<file path="config.mk">
export PLATFORM = sky130hd
export DESIGN_NAME = bcs_sequencer
export DESIGN_NICKNAME = d
export VERILOG_FILES = /design/src/hdl/bcs_pkg.sv /design/src/hdl/bcs_clk_div.sv /design/src/hdl/bcs_sequencer.sv /design/src/hdl/bcs_sync.sv
export SDC_FILE = /design/constraint.sdc
export NUM_CORES = 1
export LEC_CHECK = 0
export ABC_AREA = 0
export CAP_MARGIN = 10
export CORE_MARGIN = 5
export CORE_UTILIZATION = 51
export DETAILED_ROUTE_END_ITERATION = 16
export DONT_BUFFER_PORTS = 1
export PLACE_DENSITY = 0.75
export RECOVER_POWER = 100
export SLEW_MARGIN = 20
export SYNTH_ARGS = -nofsm -noshare
export SYNTH_HDL_FRONTEND = slang
export SYNTH_SLANG_ARGS = --single-unit
</file>
<file path="constraint.sdc">
create_clock -name clk_i -period 1.85 [get_ports clk_i]
set_clock_uncertainty 0.05 [all_clocks]
set_input_delay 0.185 -clock clk_i [delete_from_list [all_inputs] [get_ports clk_i]]
set_output_delay 0.185 -clock clk_i [all_outputs]
set_load 0.05 [all_outputs]
</file>
<file path="src/hdl/bcs_pkg.sv">
// bcs_pkg.sv - shared types and constants of the bus cycle sequencer
package bcs_pkg;

   // ***************************************************************
   // clocking constants
   // ***************************************************************
   localparam int unsigned OSC_MIN_FREQ_HZ = 1000000;  // lowest legal oscillator rate
   localparam int unsigned OSC_FREQ_HZ = 250000000;    // clk_i is the oscillator input
   localparam int unsigned OSC_DIV = 2;                // processor clock = oscillator / 2
   localparam int unsigned SYNC_STAGES = 2;            // flops in each pin synchroniser

   // ***************************************************************
   // bus field layout
   // ***************************************************************
   localparam int unsigned ADDR_W = 16;
   localparam int unsigned DATA_W = 8;
   localparam int unsigned ADDR_LO_MSB = 7;
   localparam int unsigned ADDR_HI_LSB = 8;
   localparam logic [1:0] STATUS_T4_T6 = 2'h3;   // status shown in T4..T6
   localparam logic [1:0] STATUS_HALT = 2'h0;    // status shown while halted
   localparam logic [7:0] DATA_RESET = 8'h00;
   localparam logic [15:0] ADDR_RESET = 16'h0000;

   // ***************************************************************
   // T states
   // ***************************************************************
   typedef enum logic [3:0] {
      ST_T1 = 4'h0,
      ST_T2 = 4'h1,
      ST_WAIT_STATE = 4'h2,
      ST_T3 = 4'h3,
      ST_T4 = 4'h4,
      ST_T5 = 4'h5,
      ST_T6 = 4'h6,
      ST_RESET_STATE = 4'h7,
      ST_HALT_STATE = 4'h8,
      ST_HOLD_STATE = 4'h9
   } bcs_state_type;

   // ***************************************************************
   // machine cycle kinds
   // ***************************************************************
   typedef enum logic [2:0] {
      CY_OPCODE_FETCH = 3'h0,
      CY_MEM_READ = 3'h1,
      CY_MEM_WRITE = 3'h2,
      CY_IO_READ = 3'h3,
      CY_IO_WRITE = 3'h4,
      CY_INTERRUPT_ACK = 3'h5,
      CY_IDLE_DOUBLE_ADD = 3'h6,
      CY_IDLE_RESTART_ACK = 3'h7
   } bcs_cycle_type;

   // one machine cycle request from the core
   typedef struct packed {
      bcs_cycle_type cyc;
      logic long_fetch;   // opcode fetch of six T states instead of four
      logic [15:0] addr;  // for I/O cycles addr[7:0] is the port
      logic [7:0] wdata;
   } bcs_req_type;

   // decoded status and command set of one cycle kind
   typedef struct packed {
      logic io_sel;
      logic [1:0] status;
      logic rd;
      logic wr;
      logic ack;
   } bcs_code_type;

endpackage

</file>
<file path="src/hdl/bcs_clk_div.sv">
// bcs_clk_div.sv - divide-by-two processor clock and its T state tick
`timescale 1ns/1ps
module bcs_clk_div #(
   parameter int unsigned OSC_HZ = bcs_pkg::OSC_FREQ_HZ
) (
   input wire logic clk_i,
   input wire logic rst_b_i,
   input wire logic ce_i,
   output logic tick_o,
   output logic proc_clk_o
);

   // refuse an oscillator slower than the part can run from
   initial begin
      if (OSC_HZ < bcs_pkg::OSC_MIN_FREQ_HZ) begin
         $error("oscillator rate below minimum");
      end
   end

   logic phase_q;

   // one tick per two oscillator cycles, so a T state is two clk_i cycles
   assign tick_o = phase_q & ce_i;  // [RULE1]
   assign proc_clk_o = phase_q;

   // ***************************************************************
   // phase toggle
   // ***************************************************************
   always_ff @(posedge clk_i or negedge rst_b_i) begin
      if (!rst_b_i) begin
         phase_q <= 1'b0;
      end else if (ce_i) begin
         phase_q <= ~phase_q;  // [RULE1]
      end
   end

endmodule

</file>
<file path="src/hdl/bcs_sequencer.sv">
// bcs_sequencer.sv - T state sequencer driving the external processor bus
`timescale 1ns/1ps

// Summary of operation
// RULE1 - processor clock is oscillator divided by two
// RULE2 - ready low stretches the current cycle
// RULE3 - release request: finish cycle, float buses
// RULE4 - outside logic may add one wait
// RULE5 - outside wait logic uses rising-edge cleared flops
// RULE6 - low address plus latch strobe in T1
// RULE7 - I/O port copied onto both address bytes
// RULE8 - fetch, memory read, memory write codes
// RULE9 - I/O read, write, acknowledge codes
// RULE10 - idle cycles: no commands, own status
// RULE11 - status valid from T1 onward
// RULE12 - read and write asserted only during transfer
// RULE13 - three T states, fetch four or six
// RULE14 - exactly one of ten T states
// RULE15 - per-state strobe, status and float pattern
// RULE16 - reset, halt, hold float bus lines
// RULE17 - no latch strobe in double-add idles
// RULE18 - memory mapped I/O decoded outside
// RULE19 - plain memories need an outside latch
// RULE20 - low bus: address in T1, data after
// RULE21 - release request synchronised before use
// RULE22 - ready sampled per state, waits repeat
module bcs_sequencer #(
   parameter int unsigned OSC_HZ = bcs_pkg::OSC_FREQ_HZ
) (
   input wire logic clk_i,
   input wire logic rst_b_i,
   input wire logic ce_i,
   input wire logic req_valid_i,
   input wire bcs_pkg::bcs_req_type req_i,
   input wire logic ready_i,
   input wire logic bus_release_req_i,
   input wire logic [7:0] low_addr_data_bus_i,
   output logic [7:0] low_addr_data_bus_o,
   output logic low_addr_data_bus_oe_o,
   output logic [7:0] high_address_bus_o,
   output logic high_address_bus_oe_o,
   output logic addr_latch_o,
   output logic io_or_memory_select_o,
   output logic io_or_memory_select_oe_o,
   output logic status1_o,
   output logic status0_o,
   output logic read_n_o,
   output logic write_n_o,
   output logic rw_oe_o,
   output logic interrupt_ack_n_o,
   output logic bus_release_ack_o,
   output logic proc_clk_o,
   output logic req_taken_o,
   output logic [7:0] rdata_o,
   output logic rdata_valid_o,
   output bcs_pkg::bcs_state_type tstate_o
);

   // ***************************************************************
   // helper functions
   // ***************************************************************

   // status and command pattern of a machine cycle kind
   function automatic bcs_pkg::bcs_code_type cyc_code(input bcs_pkg::bcs_cycle_type c);
      bcs_pkg::bcs_code_type r;
      r = '0;
      unique case (c)
         bcs_pkg::CY_OPCODE_FETCH: r = '{1'b0, 2'h3, 1'b1, 1'b0, 1'b0};  // [RULE8]
         bcs_pkg::CY_MEM_READ: r = '{1'b0, 2'h2, 1'b1, 1'b0, 1'b0};  // [RULE8]
         bcs_pkg::CY_MEM_WRITE: r = '{1'b0, 2'h1, 1'b0, 1'b1, 1'b0};  // [RULE8]
         bcs_pkg::CY_IO_READ: r = '{1'b1, 2'h2, 1'b1, 1'b0, 1'b0};  // [RULE9]
         bcs_pkg::CY_IO_WRITE: r = '{1'b1, 2'h1, 1'b0, 1'b1, 1'b0};  // [RULE9]
         bcs_pkg::CY_INTERRUPT_ACK: r = '{1'b1, 2'h3, 1'b0, 1'b0, 1'b1};  // [RULE9]
         bcs_pkg::CY_IDLE_DOUBLE_ADD: r = '{1'b0, 2'h2, 1'b0, 1'b0, 1'b0};  // [RULE10]
         bcs_pkg::CY_IDLE_RESTART_ACK: r = '{1'b1, 2'h3, 1'b0, 1'b0, 1'b0};  // [RULE10]
      endcase
      return r;
   endfunction

   // I/O cycles put the port number on both address bytes
   function automatic logic is_io(input bcs_pkg::bcs_cycle_type c);
      return (c == bcs_pkg::CY_IO_READ) || (c == bcs_pkg::CY_IO_WRITE);
   endfunction

   // ***************************************************************
   // clock divider and pin synchronisers
   // ***************************************************************
   logic tick_w;
   logic proc_clk_w;
   logic [9:0] pins_s;
   logic ready_s;
   logic release_s;
   logic [7:0] ad_s;

   bcs_clk_div #(
      .OSC_HZ(OSC_HZ)
   ) u_div (
      .clk_i(clk_i),
      .rst_b_i(rst_b_i),
      .ce_i(ce_i),
      .tick_o(tick_w),
      .proc_clk_o(proc_clk_w)
   );

   // the release request comes from another master, so it is synchronised
   bcs_sync #(
      .WIDTH(10)
   ) u_sync (
      .clk_i(clk_i),
      .rst_b_i(rst_b_i),
      .ce_i(ce_i),
      .async_i({ready_i, bus_release_req_i, low_addr_data_bus_i}),
      .sync_o(pins_s)
   );

   assign ready_s = pins_s[9];
   assign release_s = pins_s[8];  // [RULE21]
   assign ad_s = pins_s[7:0];

   // ***************************************************************
   // sequencing
   // ***************************************************************
   bcs_pkg::bcs_state_type state_q;
   bcs_pkg::bcs_state_type state_d;
   bcs_pkg::bcs_state_type start_w;
   bcs_pkg::bcs_req_type req_q;
   bcs_pkg::bcs_code_type code_w;
   logic is_fetch_w;
   logic last_w;
   logic boundary_w;
   logic take_w;

   assign code_w = cyc_code(req_q.cyc);
   assign is_fetch_w = (req_q.cyc == bcs_pkg::CY_OPCODE_FETCH);

   // last T state of the running cycle: three, or four/six for a fetch
   assign last_w = ((state_q == bcs_pkg::ST_T3) && !is_fetch_w)
      || ((state_q == bcs_pkg::ST_T4) && !req_q.long_fetch)
      || (state_q == bcs_pkg::ST_T6);  // [RULE13]
   assign boundary_w = last_w || (state_q == bcs_pkg::ST_RESET_STATE)
      || (state_q == bcs_pkg::ST_HALT_STATE) || (state_q == bcs_pkg::ST_HOLD_STATE);

   // release wins over a new request, but only once the cycle has finished
   assign start_w = release_s ? bcs_pkg::ST_HOLD_STATE
      : (req_valid_i ? bcs_pkg::ST_T1 : bcs_pkg::ST_HALT_STATE);  // [RULE3]
   assign take_w = tick_w && boundary_w && !release_s && req_valid_i;

   // next T state; every code outside the ten falls back to reset
   always_comb begin
      state_d = state_q;
      unique case (state_q)
         bcs_pkg::ST_T1: state_d = bcs_pkg::ST_T2;
         bcs_pkg::ST_T2: state_d = ready_s ? bcs_pkg::ST_T3 : bcs_pkg::ST_WAIT_STATE;  // [RULE2]
         bcs_pkg::ST_WAIT_STATE: state_d = ready_s ? bcs_pkg::ST_T3
            : bcs_pkg::ST_WAIT_STATE;  // [RULE22]
         bcs_pkg::ST_T3: state_d = is_fetch_w ? bcs_pkg::ST_T4 : start_w;  // [RULE13]
         bcs_pkg::ST_T4: state_d = req_q.long_fetch ? bcs_pkg::ST_T5 : start_w;
         bcs_pkg::ST_T5: state_d = bcs_pkg::ST_T6;
         bcs_pkg::ST_T6: state_d = start_w;
         bcs_pkg::ST_RESET_STATE: state_d = start_w;
         bcs_pkg::ST_HALT_STATE: state_d = start_w;
         bcs_pkg::ST_HOLD_STATE: state_d = start_w;
         default: state_d = bcs_pkg::ST_RESET_STATE;  // [RULE14]
      endcase
   end

   // state advances once per processor clock
   always_ff @(posedge clk_i or negedge rst_b_i) begin
      if (!rst_b_i) begin
         state_q <= bcs_pkg::ST_RESET_STATE;
      end else if (tick_w) begin
         state_q <= state_d;
      end
   end

   // request is latched as the cycle starts; it must stay stable until then
   always_ff @(posedge clk_i or negedge rst_b_i) begin
      if (!rst_b_i) begin
         req_q <= '0;
      end else if (take_w) begin
         req_q <= req_i;
      end
   end

   // ***************************************************************
   // pin decode from the present T state
   // ***************************************************************
   logic in_t1_w;
   logic in_xfer_w;
   logic in_t456_w;
   logic drive_w;
   logic ale_w;
   logic [7:0] ad_w;
   logic ad_oe_w;
   logic [7:0] hi_w;
   logic [1:0] status_w;
   logic sel_w;

   assign in_t1_w = (state_q == bcs_pkg::ST_T1);
   assign in_xfer_w = (state_q == bcs_pkg::ST_T2) || (state_q == bcs_pkg::ST_WAIT_STATE)
      || (state_q == bcs_pkg::ST_T3);
   assign in_t456_w = (state_q == bcs_pkg::ST_T4) || (state_q == bcs_pkg::ST_T5)
      || (state_q == bcs_pkg::ST_T6);
   // reset, halt and hold leave select, addresses and read/write floating
   assign drive_w = in_t1_w || in_xfer_w || in_t456_w;  // [RULE16]

   assign ale_w = in_t1_w && (req_q.cyc != bcs_pkg::CY_IDLE_DOUBLE_ADD);  // [RULE6] [RULE17]
   // low bus: address in T1, write data in T2..T3, floating otherwise
   assign ad_w = in_t1_w ? req_q.addr[bcs_pkg::ADDR_LO_MSB:0] : req_q.wdata;  // [RULE20]
   assign ad_oe_w = in_t1_w || (in_xfer_w && code_w.wr);  // [RULE20] [RULE15]
   assign hi_w = is_io(req_q.cyc) ? req_q.addr[bcs_pkg::ADDR_LO_MSB:0]
      : req_q.addr[bcs_pkg::ADDR_W-1:bcs_pkg::ADDR_HI_LSB];  // [RULE7]
   // status from T1 to the end of the cycle; T4..T6 show the fetch tail code
   assign status_w = in_t456_w ? bcs_pkg::STATUS_T4_T6
      : (drive_w ? code_w.status : bcs_pkg::STATUS_HALT);  // [RULE11] [RULE15] [RULE10]
   assign sel_w = in_t456_w ? 1'b0 : code_w.io_sel;  // [RULE15]

   // pins are registered, one clk_i behind the state, so no output glitches
   always_ff @(posedge clk_i or negedge rst_b_i) begin
      if (!rst_b_i) begin
         low_addr_data_bus_o <= bcs_pkg::DATA_RESET;
         low_addr_data_bus_oe_o <= 1'b0;
         high_address_bus_o <= bcs_pkg::DATA_RESET;
         high_address_bus_oe_o <= 1'b0;
         addr_latch_o <= 1'b0;
         io_or_memory_select_o <= 1'b0;
         io_or_memory_select_oe_o <= 1'b0;
         {status1_o, status0_o} <= bcs_pkg::STATUS_HALT;
         read_n_o <= 1'b1;
         write_n_o <= 1'b1;
         rw_oe_o <= 1'b0;
         interrupt_ack_n_o <= 1'b1;
         bus_release_ack_o <= 1'b0;
      end else if (ce_i) begin
         low_addr_data_bus_o <= ad_w;
         low_addr_data_bus_oe_o <= ad_oe_w;
         high_address_bus_o <= hi_w;
         high_address_bus_oe_o <= drive_w;  // [RULE3]
         addr_latch_o <= ale_w;
         io_or_memory_select_o <= sel_w;
         io_or_memory_select_oe_o <= drive_w;
         {status1_o, status0_o} <= status_w;
         read_n_o <= !(in_xfer_w && code_w.rd);  // [RULE12]
         write_n_o <= !(in_xfer_w && code_w.wr);  // [RULE12]
         rw_oe_o <= drive_w;
         interrupt_ack_n_o <= !(in_xfer_w && code_w.ack);
         bus_release_ack_o <= (state_q == bcs_pkg::ST_HOLD_STATE);  // [RULE3]
      end
   end

   // ***************************************************************
   // core side status
   // ***************************************************************

   // read data is taken from the bus as T3 closes
   always_ff @(posedge clk_i or negedge rst_b_i) begin
      if (!rst_b_i) begin
         rdata_o <= bcs_pkg::DATA_RESET;
         rdata_valid_o <= 1'b0;
         req_taken_o <= 1'b0;
         tstate_o <= bcs_pkg::ST_RESET_STATE;
         proc_clk_o <= 1'b0;
      end else if (ce_i) begin
         if (tick_w && (state_q == bcs_pkg::ST_T3) && code_w.rd) begin
            rdata_o <= ad_s;
         end
         rdata_valid_o <= tick_w && (state_q == bcs_pkg::ST_T3) && code_w.rd;
         req_taken_o <= take_w;
         tstate_o <= state_q;
         proc_clk_o <= proc_clk_w;  // [RULE1]
      end
   end
endmodule

</file>
<file path="src/hdl/bcs_sync.sv">
// bcs_sync.sv - two-flop synchroniser for pin inputs
`timescale 1ns/1ps
module bcs_sync #(
   parameter int unsigned WIDTH = 1
) (
   input wire logic clk_i,
   input wire logic rst_b_i,
   input wire logic ce_i,
   input wire logic [WIDTH-1:0] async_i,
   output logic [WIDTH-1:0] sync_o
);

   initial begin
      if (WIDTH < 1) begin
         $error("synchroniser width must be at least one");
      end
   end

   logic [WIDTH-1:0] meta_q;
   logic [WIDTH-1:0] sync_q;

   assign sync_o = sync_q;

   // first stage feeds only the second stage
   always_ff @(posedge clk_i or negedge rst_b_i) begin
      if (!rst_b_i) begin
         meta_q <= '0;
         sync_q <= '0;
      end else if (ce_i) begin
         meta_q <= async_i;
         sync_q <= meta_q;
      end
   end

endmodule

</file>
Word level (Yosys, flattened, before mapping) --
Memory sizes are Yosys's and may differ from the RTL's. Cells that the tools add are included.
Word-level totals: memories kept 1, logic and storage cells 86, bits in read-only memories 48, bits in registers 94, output and inout bits 43
Operators by class: equality and inequality tests 12, reductions and logical operators 35, muxes and demuxes 11, bitwise logic cells 2
Memory list:
- (name not given) | words 8, width 6, read ports 1, clocked after memory_dff 0, wr ports 0, line bcs_sequencer.sv:67 | unique case (c)
Operators with widths (count):
- one-hot mux 4 bit (6 select lines) | 1
- equality test 4 x 3 -> 1 bit (second input constant) | 4
- 2-to-1 mux 4 bit | 4
- 2-to-1 mux 8 bit | 2
- logical OR 1 bit | 13
- logical AND 1 bit | 11
- equality test 4 x 2 -> 1 bit (second input constant) | 2
- equality test 4 bit (second input constant) | 2
- zero test 1 bit | 6
- equality test 4 x 1 -> 1 bit (second input constant) | 1
- zero test 4 bit | 1
- 2-to-1 mux 2 bit | 2
- OR reduction 4 bit | 1
- equality test 3 x 2 -> 1 bit (second input constant) | 1
- equality test 3 bit (second input constant) | 1
- zero test 3 bit | 1
- != test 3 bit (second input constant) | 1
- 2-to-1 mux 1 bit | 2
- AND reduction 2 bit | 1
- OR reduction 2 bit | 1
- bitwise AND 1 bit | 1
- NOT 1 bit | 1

Longest topological paths before layout --
depth after elaboration 11, depth in mapped cells 7, mapped depth without buffers 4

Hierarchy --
From an unflattened synthesis, not the netlist that was laid out.
Second synthesis, totals: cell total of the unflattened synthesis 318, area total of the unflattened synthesis 4125.2 um^2
By module, submodules not included:
- bcs_sequencer | times used 1, area an instance 3260.6 um^2, cells an instance 273
- bcs_sync | times used 1, area an instance 823.3 um^2, cells an instance 42
- bcs_clk_div | times used 1, area an instance 41.3 um^2, cells an instance 3

Worst setup path before layout --
No wires, ideal clock.
kind reg-to-reg, start point register state_q[2], end point register req_q[17] in the netlist's numbering, library setup time 125 ps, path buffers 3, slack -159 ps, cell stages (with the launch flop) 8, data required time 1675 ps, arrival 1834 ps, cell sequence dfstp_2 buf_2 or4b_4 nand3_2 o21ai_2 buf_6 buf_6 mux2_4
On the way: longest elaborated chain between the ends 10, elaborated cells between the ends (all ways) 16
Ends and longest elaborated chain:
- start, declared | line bcs_sequencer.sv:123 | bcs_pkg::bcs_state_type state_q;
- start signal, assigned | line bcs_sequencer.sv:170 | state_q <= bcs_pkg::ST_RESET_STATE;
- start signal, assigned | line bcs_sequencer.sv:172 | state_q <= state_d;
- equality test 4 x 2 -> 1 bit or equality test 4 x 3 -> 1 bit (tied branches) | line bcs_sequencer.sv:137, bcs_sequencer.sv:138
- logical AND 1 bit, on equally long branches | line bcs_sequencer.sv:137, bcs_sequencer.sv:138
- logical OR 1 bit | line bcs_sequencer.sv:138 | || ((state_q == bcs_pkg::ST_T4) && !req_q.long_fetch)
- logical OR 1 bit | line bcs_sequencer.sv:139 | || (state_q == bcs_pkg::ST_T6);
- logical OR 1 bit | line bcs_sequencer.sv:140 | assign boundary_w = last_w || (state_q == bcs_pkg::ST_RESET_STATE)
- logical OR 1 bit | line bcs_sequencer.sv:141 | || (state_q == bcs_pkg::ST_HALT_STATE) || (state_q == bcs_pkg::ST_HOLD_STATE);
- logical OR 1 bit * | line bcs_sequencer.sv:141
- logical AND 1 bit * (3 in series) | line bcs_sequencer.sv:146 | assign take_w = tick_w && boundary_w && !release_s && req_valid_i;
- end signal, assigned | line bcs_sequencer.sv:181 | req_q <= req_i;
- end, declared | line bcs_sequencer.sv:126 | bcs_pkg::bcs_req_type req_q;
Every way passes the cells marked *; elsewhere a longest branch is shown, timed or not. A chain may end at the register's enable or synchronous reset.

Worst setup path in the final report --
start point register state_q[2], end point register req_q[21] in the netlist's numbering
Same word-level chain as after synthesis.

==> results by group <==
Global route
  – Initial antenna violation count: 0
  – Total track usage: 0.177
  – GR peak layer: met2
  – Largest net degree at the start of global routing: 95
  – Total gr overflow: 0
  – M3 GR Usage: 0.0481
  – M2 GR Usage: 0.294
  – First-pass GRT wire length: 13,600 um
  – Vias in the first global route: 2,651
  – GRT met1 Usage: 0.220

CTS
  – Clk pin slew, worst setup/hold paths: 0.10 ns
  – Num CTS Buffers: 9
  – Clock buffer depth: 2
  – Clk sinks: 94
  – Hold Buf Count CTS: 40
  – Root Buffer: clkbuf_8
  – CTS tree: yes
  – Worst skew pair latency: 0.36 ns
  – Max H-tree Level: 3

Routing
  – Via/cell ratio: 5.34
  – Vias: 2,504
  – Residual DRC: 0
  – Pre-antenna DRT Iters: 4
  – Initial DRC Count: 93
  – DRT Wirelength: 8390 um
  – WL per Instance: 17.9 um
  – Antenna Violating Nets Remaining: 0

Critical path
  – Worst EP required: 2.04 ns
  – Cells on worst reg2reg path: 5
  – Worst Path Max Fanout: 15
  – Crit end category: flip-flop
  – CP bufs+invs: 1
  – Worst R2R End: req_q[21]
  – Kind of critical path: flip-flop to flip-flop
  – Levels on crit path: 5
  – Crit path max-delay family: flip-flops
  – Crit start category: flip-flop
  – Critical path cell sequence: or4b_4 > nand3_4 > o21ai_4 > buf_12 > mux2_4
  – Slowest cell on the critical path: dfstp_2
  – Reg2reg start: state_q[2]
  – CP peak stage delay: 0.56 ns
  – FF-to-FF setup slack: -0.008 ns
  – Arr. time, crit path: 2.05 ns

Floorplan
  – Initial Util: 0.523
  – Cell Rows: 32
  – Core area: 7690 um^2
  – DIE WIDTH: 98.8 um
  – Top Ports: 85
  – Die Y: 98.8 um
  – Die area: 9750 um^2

Cells and area
  – Syn-to-layout area delta: 22.2%
  – Layout cell share with drive strength beyond 1: 0.335
  – Multi-input gate area: 1540 um^2
  – Final cell count without fillers: 469
  – Final core utilization: 0.639
  – NumNets Final: 404
  – Seq. cell area: 2360 um^2
  – Fillers: 621
  – Fin area: 4910 um^2
  – Antenna Cells: 0

Yosys
  – Most common cell in the synthesized netlist: dfrtp_1
  – Yosys top cell by area: dfrtp_1
  – Sequential-to-total area share from yosys stat: 0.588
  – Area of the mapped netlist: 4020 um^2
  – Synth unique cells: 46
  – Synth Instances: 313
  – Synth warn: 0
  – Seq cells post-synth: 94
  – Main synth FF type: dfrtp_1
  – Top cell type's share of synthesized area: 0.529
  – Mean Syn Cell Area: 12.8 um^2
  – Post-synth EDFFs: 0
  – Post-synth net total: 355
  – Post-synth top cells: dfrtp_1 (85), mux2_2 (53), nor2_1 (28)
  – FFs w/ async S/R, synth: 1.00
  – Ranking of synthesized cells by area: dfrtp_1 (53%), mux2_2 (15%), dfstp_2 (5.9%)

Run status
  – Status: complete, but fails checks
  – Failing checks: hold timing, setup timing

Timing
  – Final Hold Fails: 94
  – Setup TNS: -0.00796 ns
  – Final worst slack: -0.00796 ns
  – RSZ-0062 raised after global routing: true
  – Slew HR: 0.662
  – Final period utilization: 1.00
  – Worst Tran Pin Value: 0.508 ns
  – # setup viols final: 1
  – Max Clk Rate: 538 MHz
  – Pins Over Slew Limit: 0
  – Tmin final: 1.86 ns
  – WHS: -0.537 ns

Power
  – Total Power: 8.93 mW
  – Maximum vdd drop: 0.925 mV
  – Leakage Power: 2.19 nW
  – Cell Pwr Density: 1820 nW/um^2

Place
  – Port bufs: 0
  – GPL Wtd Cong: 0.841
  – Placed Instances: 410
  – Dpl hpwl: 5310 um
  – Cell Area, Placed: 4190 um^2

Job
  – Maxcap violations: 0

Min path
  – Worst min path class: primary input to asynchronous set/reset pin
[cells by family (layout without fill, tap and decap cells)]
group,count (synthesis),in the layout,synth area share
AOI/OAI and AO/OA,49,49,0.0741
xor gates and xnor gates,2,2,0.00436
adders and majority gates,1,1,0.00249
buffers and inverters,34,88,0.0414
DFF,94,94,0.588
muxes,78,78,0.221
and+or+nand+nor,55,55,0.0685
[metrics by stage]
| step | setup WS [ns] | hold slack [ns] |
|---|---|---|
| after floorplan | -0.102 | -0.161 |
| after global placement | 0.0461 | -0.159 |
| after detailed placement | 0.0177 | -0.158 |
| after CTS | -0.00260 | -0.561 |
| after global routing | -0.0527 | -0.568 |
| final | -0.00796 | -0.537 |
[area by class of cell]
class                   count  share of cell area
flip-flops and latches     94               0.481
clock buffers              11              0.0308
multi-input cells         185               0.314
well taps                 102              0.0260
inverters                   9             0.00688
repair buffers             63               0.127
clock inverters             5              0.0135
[routing by layer]
layer,routed length [um],vias up
met5,0,-
met1,3510,1246
met3,342,13
met2,4400,54
met4,148,0
li1,-,1191
[power breakdown]
group / leakage (nW) / internal, mW / switching, mW
Clock: 0.108 / 0.713 / 0.733
Combinational: 0.951 / 1.41 / 1.26
Sequential: 1.13 / 2.90 / 1.91
[cells in the final DEF (no fill, tap or decap), types with 2 or more instances in the layout]
master / instances
nor3_2: 4
mux2i_1: 17
nand3_1: 2
mux2_2: 53
inv_1: 9
nand2_1: 5
nand3b_1: 2
o21ai_0: 8
clkinv_4: 2
nor2_1: 28
dfrtp_1: 85
a31oi_1: 3
clkbuf_8: 11
o311ai_0: 2
a21oi_1: 23
a21o_1: 2
mux2_4: 8
buf_4: 20
dfstp_2: 9
nand2b_1: 2
dlygate4sd3_1: 39
[sequential cells by signal, indices dropped and copies added (netlist names), 4 cells and up]
signal               flops
u_sync.sync_o           10
tstate_o                 4
u_sync.meta_q           10
state_q                  4
rdata_o                  8
high_address_bus_o       8
low_addr_data_bus_o      8
req_q                   28
[how the worst max path moves through the flow]
stage	from	end	slack (ns)
2_1_floorplan	state_q[2]	req_q[17]	-0.10
3_3_place_gp	state_q[2]	req_q[22]	0.05
3_5_place_dp	state_q[2]	req_q[21]	0.02
4_1_cts	state_q[2]	req_q[21]	-0.003
5_1_grt	state_q[2]	req_q[21]	-0.05
6_report	state_q[2]	req_q[21]	-0.008
[repair_timing]
item                       in CTS  in global routing
buffers inserted                0                  2
pin swaps                       0                  1
resized for setup               1                  8
setup endpoints to repair       1                 37
hold endpoints to repair      174                 94
gates cloned                    0                  1
Power figures use the tool's default switching activity.
